==> config.mk <==
export PLATFORM = sky130hd
export DESIGN_NAME = dar_top
export DESIGN_NICKNAME = d
export VERILOG_FILES = /design/src/dar_pkg.sv /design/src/dar_evt_if.sv /design/src/dar_fmt.sv /design/src/dar_irq.sv /design/src/dar_top.sv
export SDC_FILE = /design/constraint.sdc
export NUM_CORES = 1
export LEC_CHECK = 0
export BUFFER_PORTS_ARGS = -buffer_cell sky130_fd_sc_hd__buf_2
export CORE_AREA = 2 2 95 188
export CTS_BUF_LIST = sky130_fd_sc_hd__clkbuf_4 sky130_fd_sc_hd__clkbuf_8 sky130_fd_sc_hd__clkbuf_16
export CTS_CLUSTER_SIZE = 30
export DETAILED_ROUTE_END_ITERATION = 10
export DIE_AREA = 0 0 97 190
export GPL_TIMING_DRIVEN = 0
export PLACE_DENSITY = 0.72
export SLEW_MARGIN = 10
export SYNTH_ARGS = -nofsm -noshare
export SYNTH_HDL_FRONTEND = slang
export SYNTH_HIERARCHICAL = 1
export SYNTH_SLANG_ARGS = --single-unit
==> constraint.sdc <==
create_clock -name pclk -period 2.9 [get_ports pclk]
set_input_delay 0.725 -clock pclk [delete_from_list [all_inputs] [get_ports pclk]]
set_output_delay 0.725 -clock pclk [all_outputs]
set_load 0.02 [all_outputs]
==> src/dar_pkg.sv <==
// constants and types shared by the acceleration read responder
package dar_pkg;
   // ****************************************
   // command word and codes
   // ****************************************
   localparam int CW_W = 16;
   localparam int CW_C_LSB = 0;
   localparam int CW_A_LSB = 4;
   localparam int CW_D_LSB = 8;
   localparam logic [3:0] CMD_ACCEL = 4'h2;
   localparam logic [3:0] CMD_UNIMPL = 4'h3;
   localparam logic [3:0] ADDR_GLOBAL = 4'h0;
   // ****************************************
   // response layout
   // ****************************************
   localparam int AD_W = 10;
   localparam int RSP_W = 16;
   localparam int LEN_W = 5;
   localparam logic [LEN_W-1:0] LEN_AD = 5'h0A;
   localparam logic [AD_W-1:0] AD_MIN = 10'h001;
   localparam logic [AD_W-1:0] AD_ERR = 10'h000;
   // ****************************************
   // register map
   // ****************************************
   localparam logic [7:0] OFS_ADDR = 8'h00;
   localparam logic [7:0] OFS_CFG1 = 8'h04;
   localparam logic [7:0] OFS_FMT = 8'h08;
   localparam logic [7:0] OFS_STAT = 8'h0C;
   localparam logic [7:0] OFS_IEN = 8'h10;
   localparam logic [7:0] OFS_ICLR = 8'h14;
   localparam logic [7:0] OFS_LAST = 8'h18;
   localparam logic [7:0] OFS_CNT = 8'h1C;
   localparam logic [3:0] RST_ADDR = 4'h0;
   localparam logic [1:0] RST_ATTR = 2'h0;
   localparam logic [1:0] RST_FMT = 2'h0;
   localparam int FMT_ENH_LONG = 0;
   localparam int FMT_ENH_SHORT = 1;
   localparam int CNT_W = 16;
   // ****************************************
   // events and states
   // ****************************************
   localparam int EV_W = 4;
   localparam int EV_RSP = 0;
   localparam int EV_IGN = 1;
   localparam int EV_UNIMPL = 2;
   localparam int EV_DROP = 3;
   typedef enum logic [1:0] {
      ST_IDLE = 2'h0,
      ST_DEC = 2'h1,
      ST_SEND = 2'h3
   } dar_state_t;
endpackage

==> src/dar_evt_if.sv <==
// event, mask and interrupt signals between core and status logic
`timescale 1ns/1ps
interface dar_evt_if;
   logic [dar_pkg::EV_W-1:0] ev;
   logic [dar_pkg::EV_W-1:0] ien;
   logic [dar_pkg::EV_W-1:0] clr;
   logic [dar_pkg::EV_W-1:0] stat;
   logic irq;
   modport core (output ev, output ien, output clr, input stat, input irq);
   modport stat_side (input ev, input ien, input clr, output stat, output irq);
endinterface

==> src/dar_fmt.sv <==
// acceleration response formatter, long and short layouts
`timescale 1ns/1ps
module dar_fmt (
   input wire logic [dar_pkg::AD_W-1:0] ad,
   input wire logic err,
   input wire logic selftest_active_flag,
   input wire logic [1:0] attribute_bits,
   input wire logic [3:0] addr,
   input wire logic is_long,
   input wire logic [dar_pkg::LEN_W-1:0] len,
   output logic [dar_pkg::RSP_W-1:0] data,
   output logic floor_hit
);
   function automatic logic [dar_pkg::AD_W-1:0] dar_trunc(
      input logic [dar_pkg::AD_W-1:0] v,
      input logic [dar_pkg::LEN_W-1:0] n
   );
      return v >> (dar_pkg::LEN_AD - n);
   endfunction

   logic [dar_pkg::AD_W-1:0] cut;
   logic [dar_pkg::RSP_W-1:0] full;

   always_comb begin
      cut = dar_trunc(ad, len);
      floor_hit = 1'b0;
      full = {1'b0, attribute_bits[1], attribute_bits[0], selftest_active_flag,
         1'b0, err, ad};
      if (is_long) begin
         data = {addr, 1'b0, err, ad};
      end else if (len < dar_pkg::LEN_AD) begin
         // zero stays the sensor error code; a live value never truncates to it
         if (cut == dar_pkg::AD_ERR && ad != dar_pkg::AD_ERR) begin
            cut = dar_pkg::AD_MIN;
            floor_hit = 1'b1;
         end
         data = dar_pkg::RSP_W'(cut);
      end else begin
         data = full & ~(16'hFFFF << len);
      end
   end
endmodule

==> src/dar_irq.sv <==
// sticky event status and level interrupt
`timescale 1ns/1ps
module dar_irq (
   input wire logic pclk,
   input wire logic presetn,
   dar_evt_if.stat_side evt
);
   logic [dar_pkg::EV_W-1:0] stat_nxt;

   // set wins over clear
   always_comb begin
      stat_nxt = (evt.stat & ~evt.clr) | evt.ev;
   end

   always_ff @(posedge pclk or negedge presetn) begin
      if (!presetn) begin
         evt.stat <= '0;
      end else begin
         evt.stat <= stat_nxt;
      end
   end

   always_ff @(posedge pclk or negedge presetn) begin
      if (!presetn) begin
         evt.irq <= 1'b0;
      end else begin
         evt.irq <= |(stat_nxt & evt.ien);
      end
   end
endmodule

==> src/dar_top.sv <==
// acceleration read command responder with apb registers
//
// The APB slave port and the register offsets were left to the implementer.
`timescale 1ns/1ps
module dar_top (
   input wire logic pclk,
   input wire logic presetn,
   input wire logic psel,
   input wire logic penable,
   input wire logic pwrite,
   input wire logic [7:0] paddr,
   input wire logic [31:0] pwdata,
   output logic [31:0] prdata,
   output logic pready,
   output logic pslverr,
   input wire logic cmd_valid,
   input wire logic [dar_pkg::CW_W-1:0] cmd_word,
   input wire logic cmd_long,
   input wire logic cmd_enh,
   input wire logic [dar_pkg::LEN_W-1:0] cmd_len,
   input wire logic [dar_pkg::AD_W-1:0] accel_result,
   input wire logic fault_flag,
   input wire logic selftest_active_flag,
   output logic rsp_valid,
   output logic [dar_pkg::RSP_W-1:0] rsp_data,
   output logic [dar_pkg::LEN_W-1:0] rsp_len,
   output logic irq
);
   // ****************************************
   // declarations
   // ****************************************
   dar_pkg::dar_state_t state_r;
   dar_pkg::dar_state_t state_nxt;
   logic [3:0] dev_addr_r;
   logic [1:0] attribute_bits_r;
   logic [1:0] fmt_ctrl_r;
   logic [dar_pkg::EV_W-1:0] ien_r;
   logic [3:0] cmd_code_r;
   logic [3:0] cmd_addr_r;
   logic cmd_long_r;
   logic cmd_enh_r;
   logic [dar_pkg::LEN_W-1:0] cmd_len_r;
   logic [dar_pkg::AD_W-1:0] ad_r;
   logic err_r;
   logic st_r;
   logic rsp_valid_r;
   logic [dar_pkg::RSP_W-1:0] rsp_data_r;
   logic [dar_pkg::LEN_W-1:0] rsp_len_r;
   logic [31:0] prdata_r;
   logic pready_r;
   logic pslverr_r;
   logic [dar_pkg::CNT_W-1:0] rsp_cnt_r;
   logic [dar_pkg::CNT_W-1:0] ign_cnt_r;
   logic setup;
   logic wr_acc;
   logic fmt_ok;
   logic is_accel;
   logic respond;
   logic addr_set;
   logic addr_match;
   logic is_unimpl;
   logic busy_drop;
   logic fire;
   logic rsp_floor_r;
   logic [dar_pkg::RSP_W-1:0] fmt_data;
   logic fmt_floor;
   logic [31:0] rd_nxt;
   dar_evt_if evt ();

   // ****************************************
   // helpers
   // ****************************************
   function automatic logic dar_mapped(input logic [7:0] a);
      return a == dar_pkg::OFS_ADDR || a == dar_pkg::OFS_CFG1 ||
         a == dar_pkg::OFS_FMT || a == dar_pkg::OFS_STAT ||
         a == dar_pkg::OFS_IEN || a == dar_pkg::OFS_ICLR ||
         a == dar_pkg::OFS_LAST || a == dar_pkg::OFS_CNT;
   endfunction

   function automatic logic dar_hit(input logic [7:0] a, input logic [7:0] ofs);
      return a == ofs;
   endfunction

   // ****************************************
   // apb slave
   // ****************************************
   // pready answers in the first access cycle, no wait states
   assign setup = psel && !penable && !pready_r;
   assign wr_acc = psel && penable && pready_r && pwrite;

   always_comb begin
      rd_nxt = '0;
      unique case (paddr)
         dar_pkg::OFS_ADDR: begin
            rd_nxt = 32'(dev_addr_r);
         end
         dar_pkg::OFS_CFG1: begin
            rd_nxt = 32'(attribute_bits_r);
         end
         dar_pkg::OFS_FMT: begin
            rd_nxt = 32'(fmt_ctrl_r);
         end
         dar_pkg::OFS_STAT: begin
            rd_nxt = 32'(evt.stat);
         end
         dar_pkg::OFS_IEN: begin
            rd_nxt = 32'(ien_r);
         end
         dar_pkg::OFS_LAST: begin
            rd_nxt = 32'({rsp_floor_r, rsp_len_r, rsp_data_r});
         end
         dar_pkg::OFS_CNT: begin
            rd_nxt = {ign_cnt_r, rsp_cnt_r};
         end
         default: begin
            rd_nxt = '0;
         end
      endcase
   end

   always_ff @(posedge pclk or negedge presetn) begin
      if (!presetn) begin
         pready_r <= 1'b0;
         pslverr_r <= 1'b0;
         prdata_r <= '0;
      end else begin
         pready_r <= setup;
         if (setup) begin
            pslverr_r <= !dar_mapped(paddr);
            prdata_r <= pwrite ? 32'h0000_0000 : rd_nxt;
         end
      end
   end

   always_ff @(posedge pclk or negedge presetn) begin
      if (!presetn) begin
         dev_addr_r <= dar_pkg::RST_ADDR;
         attribute_bits_r <= dar_pkg::RST_ATTR;
         fmt_ctrl_r <= dar_pkg::RST_FMT;
         ien_r <= '0;
      end else if (wr_acc) begin
         if (dar_hit(paddr, dar_pkg::OFS_ADDR)) begin
            dev_addr_r <= pwdata[3:0];
         end
         if (dar_hit(paddr, dar_pkg::OFS_CFG1)) begin
            attribute_bits_r <= pwdata[1:0];
         end
         if (dar_hit(paddr, dar_pkg::OFS_FMT)) begin
            fmt_ctrl_r <= pwdata[1:0];
         end
         if (dar_hit(paddr, dar_pkg::OFS_IEN)) begin
            ien_r <= pwdata[dar_pkg::EV_W-1:0];
         end
      end
   end

   assign prdata = prdata_r;
   assign pready = pready_r;
   assign pslverr = pslverr_r;

   // ****************************************
   // command capture
   // ****************************************
   // data bits of the command word are never kept
   always_ff @(posedge pclk or negedge presetn) begin
      if (!presetn) begin
         cmd_code_r <= '0;
         cmd_addr_r <= '0;
         cmd_long_r <= 1'b0;
         cmd_enh_r <= 1'b0;
         cmd_len_r <= '0;
         ad_r <= '0;
         err_r <= 1'b0;
         st_r <= 1'b0;
      end else if (state_r == dar_pkg::ST_IDLE && cmd_valid) begin
         cmd_code_r <= cmd_word[dar_pkg::CW_C_LSB +: 4];
         cmd_addr_r <= cmd_word[dar_pkg::CW_A_LSB +: 4];
         cmd_long_r <= cmd_long;
         cmd_enh_r <= cmd_enh;
         cmd_len_r <= cmd_len;
         ad_r <= accel_result;
         err_r <= fault_flag;
         st_r <= selftest_active_flag;
      end
   end

   // ****************************************
   // decode
   // ****************************************
   assign is_accel = cmd_code_r == dar_pkg::CMD_ACCEL;
   assign fmt_ok = !cmd_enh_r ||
      (cmd_long_r ? fmt_ctrl_r[dar_pkg::FMT_ENH_LONG]
                  : fmt_ctrl_r[dar_pkg::FMT_ENH_SHORT]);
   // an unprogrammed device keeps the global address and stays quiet
   assign addr_set = dev_addr_r != dar_pkg::ADDR_GLOBAL;
   assign addr_match = cmd_addr_r == dev_addr_r;
   assign respond = is_accel && fmt_ok && addr_set && addr_match;
   assign is_unimpl = cmd_code_r == dar_pkg::CMD_UNIMPL;
   assign fire = state_r == dar_pkg::ST_DEC && respond;
   assign busy_drop = state_r != dar_pkg::ST_IDLE && cmd_valid;

   dar_fmt u_fmt (
      .ad(ad_r),
      .err(err_r),
      .selftest_active_flag(st_r),
      .attribute_bits(attribute_bits_r),
      .addr(dev_addr_r),
      .is_long(cmd_long_r),
      .len(cmd_len_r),
      .data(fmt_data),
      .floor_hit(fmt_floor)
   );

   // ****************************************
   // sequencer
   // ****************************************
   // a command seen outside idle is dropped and flagged
   always_comb begin
      state_nxt = state_r;
      unique case (state_r)
         dar_pkg::ST_IDLE: begin
            if (cmd_valid) begin
               state_nxt = dar_pkg::ST_DEC;
            end
         end
         dar_pkg::ST_DEC: begin
            state_nxt = respond ? dar_pkg::ST_SEND : dar_pkg::ST_IDLE;
         end
         dar_pkg::ST_SEND: begin
            state_nxt = dar_pkg::ST_IDLE;
         end
         default: begin
            state_nxt = dar_pkg::ST_IDLE;
         end
      endcase
   end

   always_ff @(posedge pclk or negedge presetn) begin
      if (!presetn) begin
         state_r <= dar_pkg::ST_IDLE;
      end else begin
         state_r <= state_nxt;
      end
   end

   // ****************************************
   // response output
   // ****************************************
   always_ff @(posedge pclk or negedge presetn) begin
      if (!presetn) begin
         rsp_valid_r <= 1'b0;
      end else begin
         rsp_valid_r <= fire;
      end
   end

   always_ff @(posedge pclk or negedge presetn) begin
      if (!presetn) begin
         rsp_data_r <= '0;
         rsp_len_r <= '0;
         rsp_floor_r <= 1'b0;
      end else if (fire) begin
         rsp_data_r <= fmt_data;
         rsp_len_r <= cmd_len_r;
         rsp_floor_r <= fmt_floor;
      end
   end

   assign rsp_valid = rsp_valid_r;
   assign rsp_data = rsp_data_r;
   assign rsp_len = rsp_len_r;

   // ****************************************
   // counters
   // ****************************************
   always_ff @(posedge pclk or negedge presetn) begin
      if (!presetn) begin
         rsp_cnt_r <= '0;
      end else if (state_r == dar_pkg::ST_DEC && respond) begin
         rsp_cnt_r <= rsp_cnt_r + 16'h0001;
      end
   end

   always_ff @(posedge pclk or negedge presetn) begin
      if (!presetn) begin
         ign_cnt_r <= '0;
      end else if (state_r == dar_pkg::ST_DEC && !respond && is_accel) begin
         ign_cnt_r <= ign_cnt_r + 16'h0001;
      end
   end

   // ****************************************
   // events and interrupt
   // ****************************************
   always_comb begin
      evt.ev = '0;
      evt.ev[dar_pkg::EV_RSP] = state_r == dar_pkg::ST_DEC && respond;
      evt.ev[dar_pkg::EV_IGN] = state_r == dar_pkg::ST_DEC && is_accel && !respond;
      evt.ev[dar_pkg::EV_UNIMPL] = state_r == dar_pkg::ST_DEC && is_unimpl;
      evt.ev[dar_pkg::EV_DROP] = busy_drop;
   end

   // ****************************************
   // interrupt
   // ****************************************
   always_comb begin
      evt.ien = ien_r;
      evt.clr = '0;
      if (wr_acc && dar_hit(paddr, dar_pkg::OFS_ICLR)) begin
         evt.clr = pwdata[dar_pkg::EV_W-1:0];
      end
   end

   dar_irq u_irq (
      .pclk(pclk),
      .presetn(presetn),
      .evt(evt)
   );

   assign irq = evt.irq;
endmodule

Word level (Yosys, flattened, before mapping)
Cells that the tools add are included.
- register bits after elaboration: 135
- output and inout bits: 57
- input bits: 81
- logic and storage cells: 103
- shift operators: 2
- $add $sub $neg: 3
- muxes and demuxes: 13
- equality and inequality tests: 12
- magnitude comparators: 1
- reduce and logical (&&, ||, !) cells: 42
- bitwise logic cells: 6
- operator list (operator ; count):
    case mux 32 bit (7 select lines) ; 1
    adder 16 x 1 -> 16 bit (second input constant) ; 2
    equality test 8 x 5 -> 1 bit (second input constant) ; 4
    two-way mux 16 bit ; 2
    two-way mux 32 bit ; 1
    logical AND 1 bit ; 18
    AND 15 x 16 -> 16 bit ; 1
    equality test 8 x 4 -> 1 bit (second input constant) ; 2
    inverter 16 bit ; 1
    left shift 16 x 5 -> 16 bit (first input constant) ; 1
    zero test 10 bit ; 1
    two-way mux 10 bit ; 1
    nonzero test 10 bit ; 1
    right shift 10 x 5 -> 10 bit ; 1
    AND 4 bit ; 2
    equality test 4 x 2 -> 1 bit (second input constant) ; 2
    equality test 8 x 3 -> 1 bit (second input constant) ; 1
    zero test 8 bit ; 1
    logical OR 1 bit ; 8
    AND reduction 2 bit ; 4
    zero test 1 bit ; 5
    less-than comparator 5 x 4 -> 1 bit (second input constant) ; 1
    subtractor 4 x 5 -> 5 bit (first input constant) ; 1
    equality test 4 bit ; 1
    12 further kinds ; 16

Longest topological paths before layout
- depth after elaboration: 10
- depth in mapped cells: 10
- depth with buffers taken out: 9

Modules after synthesis
The synthesis kept the hierarchy.
- modules (own cells, without submodules) (module ; instances ; cells each ; sequential area each (um^2) ; area each (um^2)):
    dar_top ; 1 ; 454 ; 3253.1 ; 5616.6
    dar_fmt ; 1 ; 122 ; 0.0 ; 845.8
    dar_irq ; 1 ; 18 ; 125.1 ; 216.5

Worst setup path after synthesis
OpenSTA, ideal clock, no wires.
- path kind: register -> register
- from: register cmd_len_r[0] (netlist bit)
- to: register rsp_data_r, in the netlist rsp_data[0]
- path buffers: 1
- period minus slack after synthesis: 2.482 ns
- path slack: 0.418 ns
- required time: 2.772 ns
- setup time: 0.128 ns
- data arrival time: 2.354 ns
- stages on the path, launching flop included: 10
- cells stage by stage: dfrtp_1 > inv_2 > ha_1 > buf_6 > mux2i_1 > mux4_2 > and2_4 > o21ai_2 > o221ai_2 > mux2_1
- cells in the longest elaborated chain, start to end: 7
- elaborated cells on any way between the ends: 11
- those cells by class: add/sub: 1; order compare: 1; shift: 2; mux: 3; bitwise: 2; reduce/logical: 2
- ends and longest elaborated chain (element ; line ; text):
    start: declaration ; dar_top.sv:42 ; logic [dar_pkg::LEN_W-1:0] cmd_len_r;
    start signal: assignment ; dar_top.sv:180 ; cmd_len_r <= cmd_len;
    subtractor 4 x 5 -> 5 bit ; dar_fmt.sv:18 ; return v >> (dar_pkg::LEN_AD - n);
    right shift 10 x 5 -> 10 bit ; dar_fmt.sv:18 ;
    zero test 10 bit ; dar_fmt.sv:33 ; if (cut == dar_pkg::AD_ERR && ad != dar_pkg::AD_ERR) begin
    logical AND 1 bit ; dar_fmt.sv:33 ;
    two-way mux 10 bit ; dar_fmt.sv:33 ;
    two-way mux 16 bit (*) ; dar_fmt.sv:31 ; end else if (len < dar_pkg::LEN_AD) begin
    two-way mux 16 bit (*) ; dar_fmt.sv:29 ; if (is_long) begin
    net fmt_data, one bit ; dar_top.sv:65 ; logic [dar_pkg::RSP_W-1:0] fmt_data;
    end signal: assignment ; dar_top.sv:263 ; rsp_data_r <= fmt_data;
    end: declaration ; dar_top.sv:47 ; logic [dar_pkg::RSP_W-1:0] rsp_data_r;
Mark *: on every way through the listed nets, which the timed path passes. The rest lies on a longest branch.
A chain may end at the register's enable or synchronous reset.

Worst setup path after layout
Ends and elaborated chain as after synthesis.

==> summary.md <==
| Metric | Value |
|---|---|
| Post-CTS Setup Inserts | 0 |
| Pins Over Slew Limit | 0 |
| Crit. End Element | flip-flop |
| Final Hold Viols | 0 |
| Comb pwr share | 0.150 |
| NetSw | between 1 and 1.5 mW |
| YS warnings | 6 |
| Post-synth top area share | 0.506 |
| Count leader, synth | dfrtp_1 |
| Nets | between 800 and 900 |
| Setup ws final | about 67 ps |
| Period utilization | 0.977 |
| Leak | 3.88 nW |
| # fillers | 1553 |
| # rows | about 70 |
| Setup crit start kind | flip-flop |
| Sequential share of power | 0.423 |
| Asr flop ratio synth | 1.00 |
| Synth Area per Inst | ~11 um2 |
| Number of synthesized register bits | 135 |
| Core footprint | about 17000 um2 |
| Switching share of power | 0.275 |
| Pre-CTS setup slack | -17.2 ps |
| HPWL Detailed | 12200 um |
| Synth cell count leaders | 135 x dfrtp_1, 56 x nand2_1, 46 x mux2_2 |
| Routed WL | roughly 16000 um |
| Residual DRC | 0 |
| Fmax | between 0.3 and 0.4 GHz |
| WP data arrival | roughly 3100 ps |
| Clock network fraction of total power | 0.427 |
| Largest net degree at the start of global routing | 82 |
| Initial Utilization | 0.391 |
| Root Driver | clkbuf_16 |
| DR WL/cell | 17.5 um |
| CP Max Fanout | 10 |
| Fin Setup TNS | 0 ps |
| Full die area | 18400 um2 |
| Worst path required time | ~3200 ps |
| Mapped Area | between 6000 and 7000 um2 |
| TritonCTS Sinks | roughly 140 |
| Worst Tran Pin Value | 984 ps |
| Clock Skew | around 7.6 ps |
| Final min period | approximately 2800 ps |
| Number of flops mapped to enable cells by yosys | 0 |
| Pre-antenna DRT Iters | 5 |
| RSZ-0062 raised after global routing | false |
| CP Class | reg -> reg |
| Post-route insts no fill | roughly 940 |
| Final Setup Violations | 0 |
| Post-CTS Resized | 2 |
| GRT Util Overall | 0.185 |
| Die width | 97 um |
| Post-DRT Antenna Nets | 0 |
| Max-cap violations | 0 |
| Post-layout util | 0.472 |
| PortBufs | ~100 |
| Clk Latency, worst-skew pair | between 400 and 500 ps |
| Worst-path clk slew | 60 ps |
| Global-route wire length before repair | between 20000 and 30000 um |
| Dominant cell type by area after synthesis | dfrtp_1 |
| VDD IR-drop max | a little under 500 uV |
| Int Power | 3.58 mW |
| Vias in the first global route | between 5000 and 6000 |
| Hold Crit Class | in -> async |
| DRC marker count from the first detailed-route iteration | between 200 and 250 |
| Share of cells above drive strength 1 | 0.300 |
| Post-synthesis net count | a little under 700 |
| Routed vias | ~5200 |
| Rel. slew slack | 0.338 |
| CTS tree | built |
| Status | completed |
| Final Instance Area | 8070 um2 |
| Initial antenna violation count | 1 |
| Bufs on Longest Clock Path | 2 |
| Inserted Clock Buffers | 17 |
| Die H | 190 um |
| Layout area overhead | 20.8% |
| Primary FF master, synth | dfrtp_1 |
| DP Cell Count | 906 |
| Post-synthesis sequential area ratio | 0.506 |
| Cells after Synth | ~590 |
| Vias per cell | about 5.5 |
| CTS Hold Buffers Added | 0 |
| Unique masters post-synth | 62 |
| Final Wtd Congestion | 0.894 |
| Area contributors post-synth | dfrtp_1 51%, mux2_2 7.8%, mux2_1 4.2% |
| I/O pin total | 138 |
| Total gr overflow | 0 |
| Placed cell area | 7480 um2 |
| H-Tree Depth | 4 |
| Power density cells | a little over 600 nW/um2 |
| # diodes | 0 |
## layout make-up
| cell class | instances | area (um2) | share of cell area |
|---|---|---|---|
| Clock buffer | 17 | 425 | 0.0527 |
| Timing Repair Buffer | 102 | 539 | 0.0668 |
| Tap cell | 210 | 263 | 0.0326 |
| Sequential cell | 135 | 3380 | 0.419 |
| Clock inverter | 14 | 150 | 0.0186 |
| Multi-Input combinational cell | 413 | 3090 | 0.383 |
| Buffer | 27 | 153 | 0.0189 |
| Inverter | 19 | 71.3 | 0.00884 |
## worst paths after layout
check | from | end | slack, ps | cells past startpoint
max | cmd_len_r[0] | rsp_data[0] | 70 | 10
min | presetn | prdata[12] | 270 | 1
max reg2reg | cmd_len_r[0] | rsp_data[0] | 70 | 10
min reg2reg | ign_cnt_r[15] | ign_cnt_r[15] | 470 | 1
max in group asynchronous | presetn | cmd_len_r[1] | 1870 | 2
min in group pclk | ign_cnt_r[15] | ign_cnt_r[15] | 470 | 1
## per-layer routing
metal	track usage	up-vias	part of all wire	routed length, um
met5	0	-	0.00067	11
met3	0.0331	34	0.058	956
met1	0.238	2512	0.42	6850
met2	0.311	211	0.50	8150
li1	-	2399	-	-
met4	0.0710	2	0.026	424
## logic make-up (layout without fill, tap and decap cells)
logic type / Yosys count / after routing / synth area share
adder cells (fa/ha/maj): 7 / 7 / 0.0131
flip-flops: 135 / 135 / 0.506
multiplexers: 86 / 86 / 0.150
AO/OA/AOI/OAI: 112 / 112 / 0.112
XOR/XNOR: 37 / 37 / 0.0485
AND/OR/NAND/NOR: 170 / 170 / 0.137
other: 1 / 1 / 0.000561
buffers and inverters: 46 / 179 / 0.0335
## metrics by stage
| stage | total power [mW] | hold slack [ps] |
|---|---|---|
| after floorplan | 2.60 | 429 |
| after global placement | 2.80 | 459 |
| after detailed placement | 2.84 | 463 |
| after CTS | 4.95 | 276 |
| after global routing | 5.15 | 299 |
| final | 4.94 | 265 |
## sequential cells by signal (all words and copies together), names as in the netlist, 2 cells and up
register	count
cmd_len_r	5
cmd_addr_r	4
rsp_cnt_r	16
u_irq/evt.stat	4
evt.ien	4
ad_r	10
dev_addr_r	4
rsp_len	5
prdata	32
state_r	2
rsp_data	16
attribute_bits_r	2
ign_cnt_r	16
fmt_ctrl_r	2
cmd_code_r	4
## placed cells by master (no fill, tap or decap), drive strengths merged, types with 4 or more instances in the layout
cell    count
inv        22
a22o       12
ha          7
xor2       21
nand4       7
and3        5
mux2i      11
a31oi       4
a22oi      21
clkinv      7
and2        8
mux4        4
xnor2      16
nand2      56
o21ai      49
dfrtp     135
or2         7
clkbuf     29
nor4       13
a21oi       4
buf       117
mux2       71
nand3      19
nor2       18
nor3b       6
o31ai       4
nor3       17
nor2b       5
## worst max-delay path, stage by stage (launching register included)
cell and delay, ps:
dfrtp_2 490, ha_1 230, inv_1 60, ha_1 260, clkbuf_1 230, or2_2 340
o22ai_1 290, nor2_1 120, a31oi_2 250, o221ai_2 140, mux2_1 290
## power by group through the flow
stage	clock, mW	sequential [mW]	combinational, mW
2_1_floorplan	0	2.09	0.520
3_3_place_gp	0	2.11	0.690
3_5_place_dp	0	2.12	0.718
4_1_cts	2.14	2.09	0.726
5_1_grt	2.22	2.10	0.820
6_report	2.11	2.09	0.742
(Power assumes the default switching activity.)
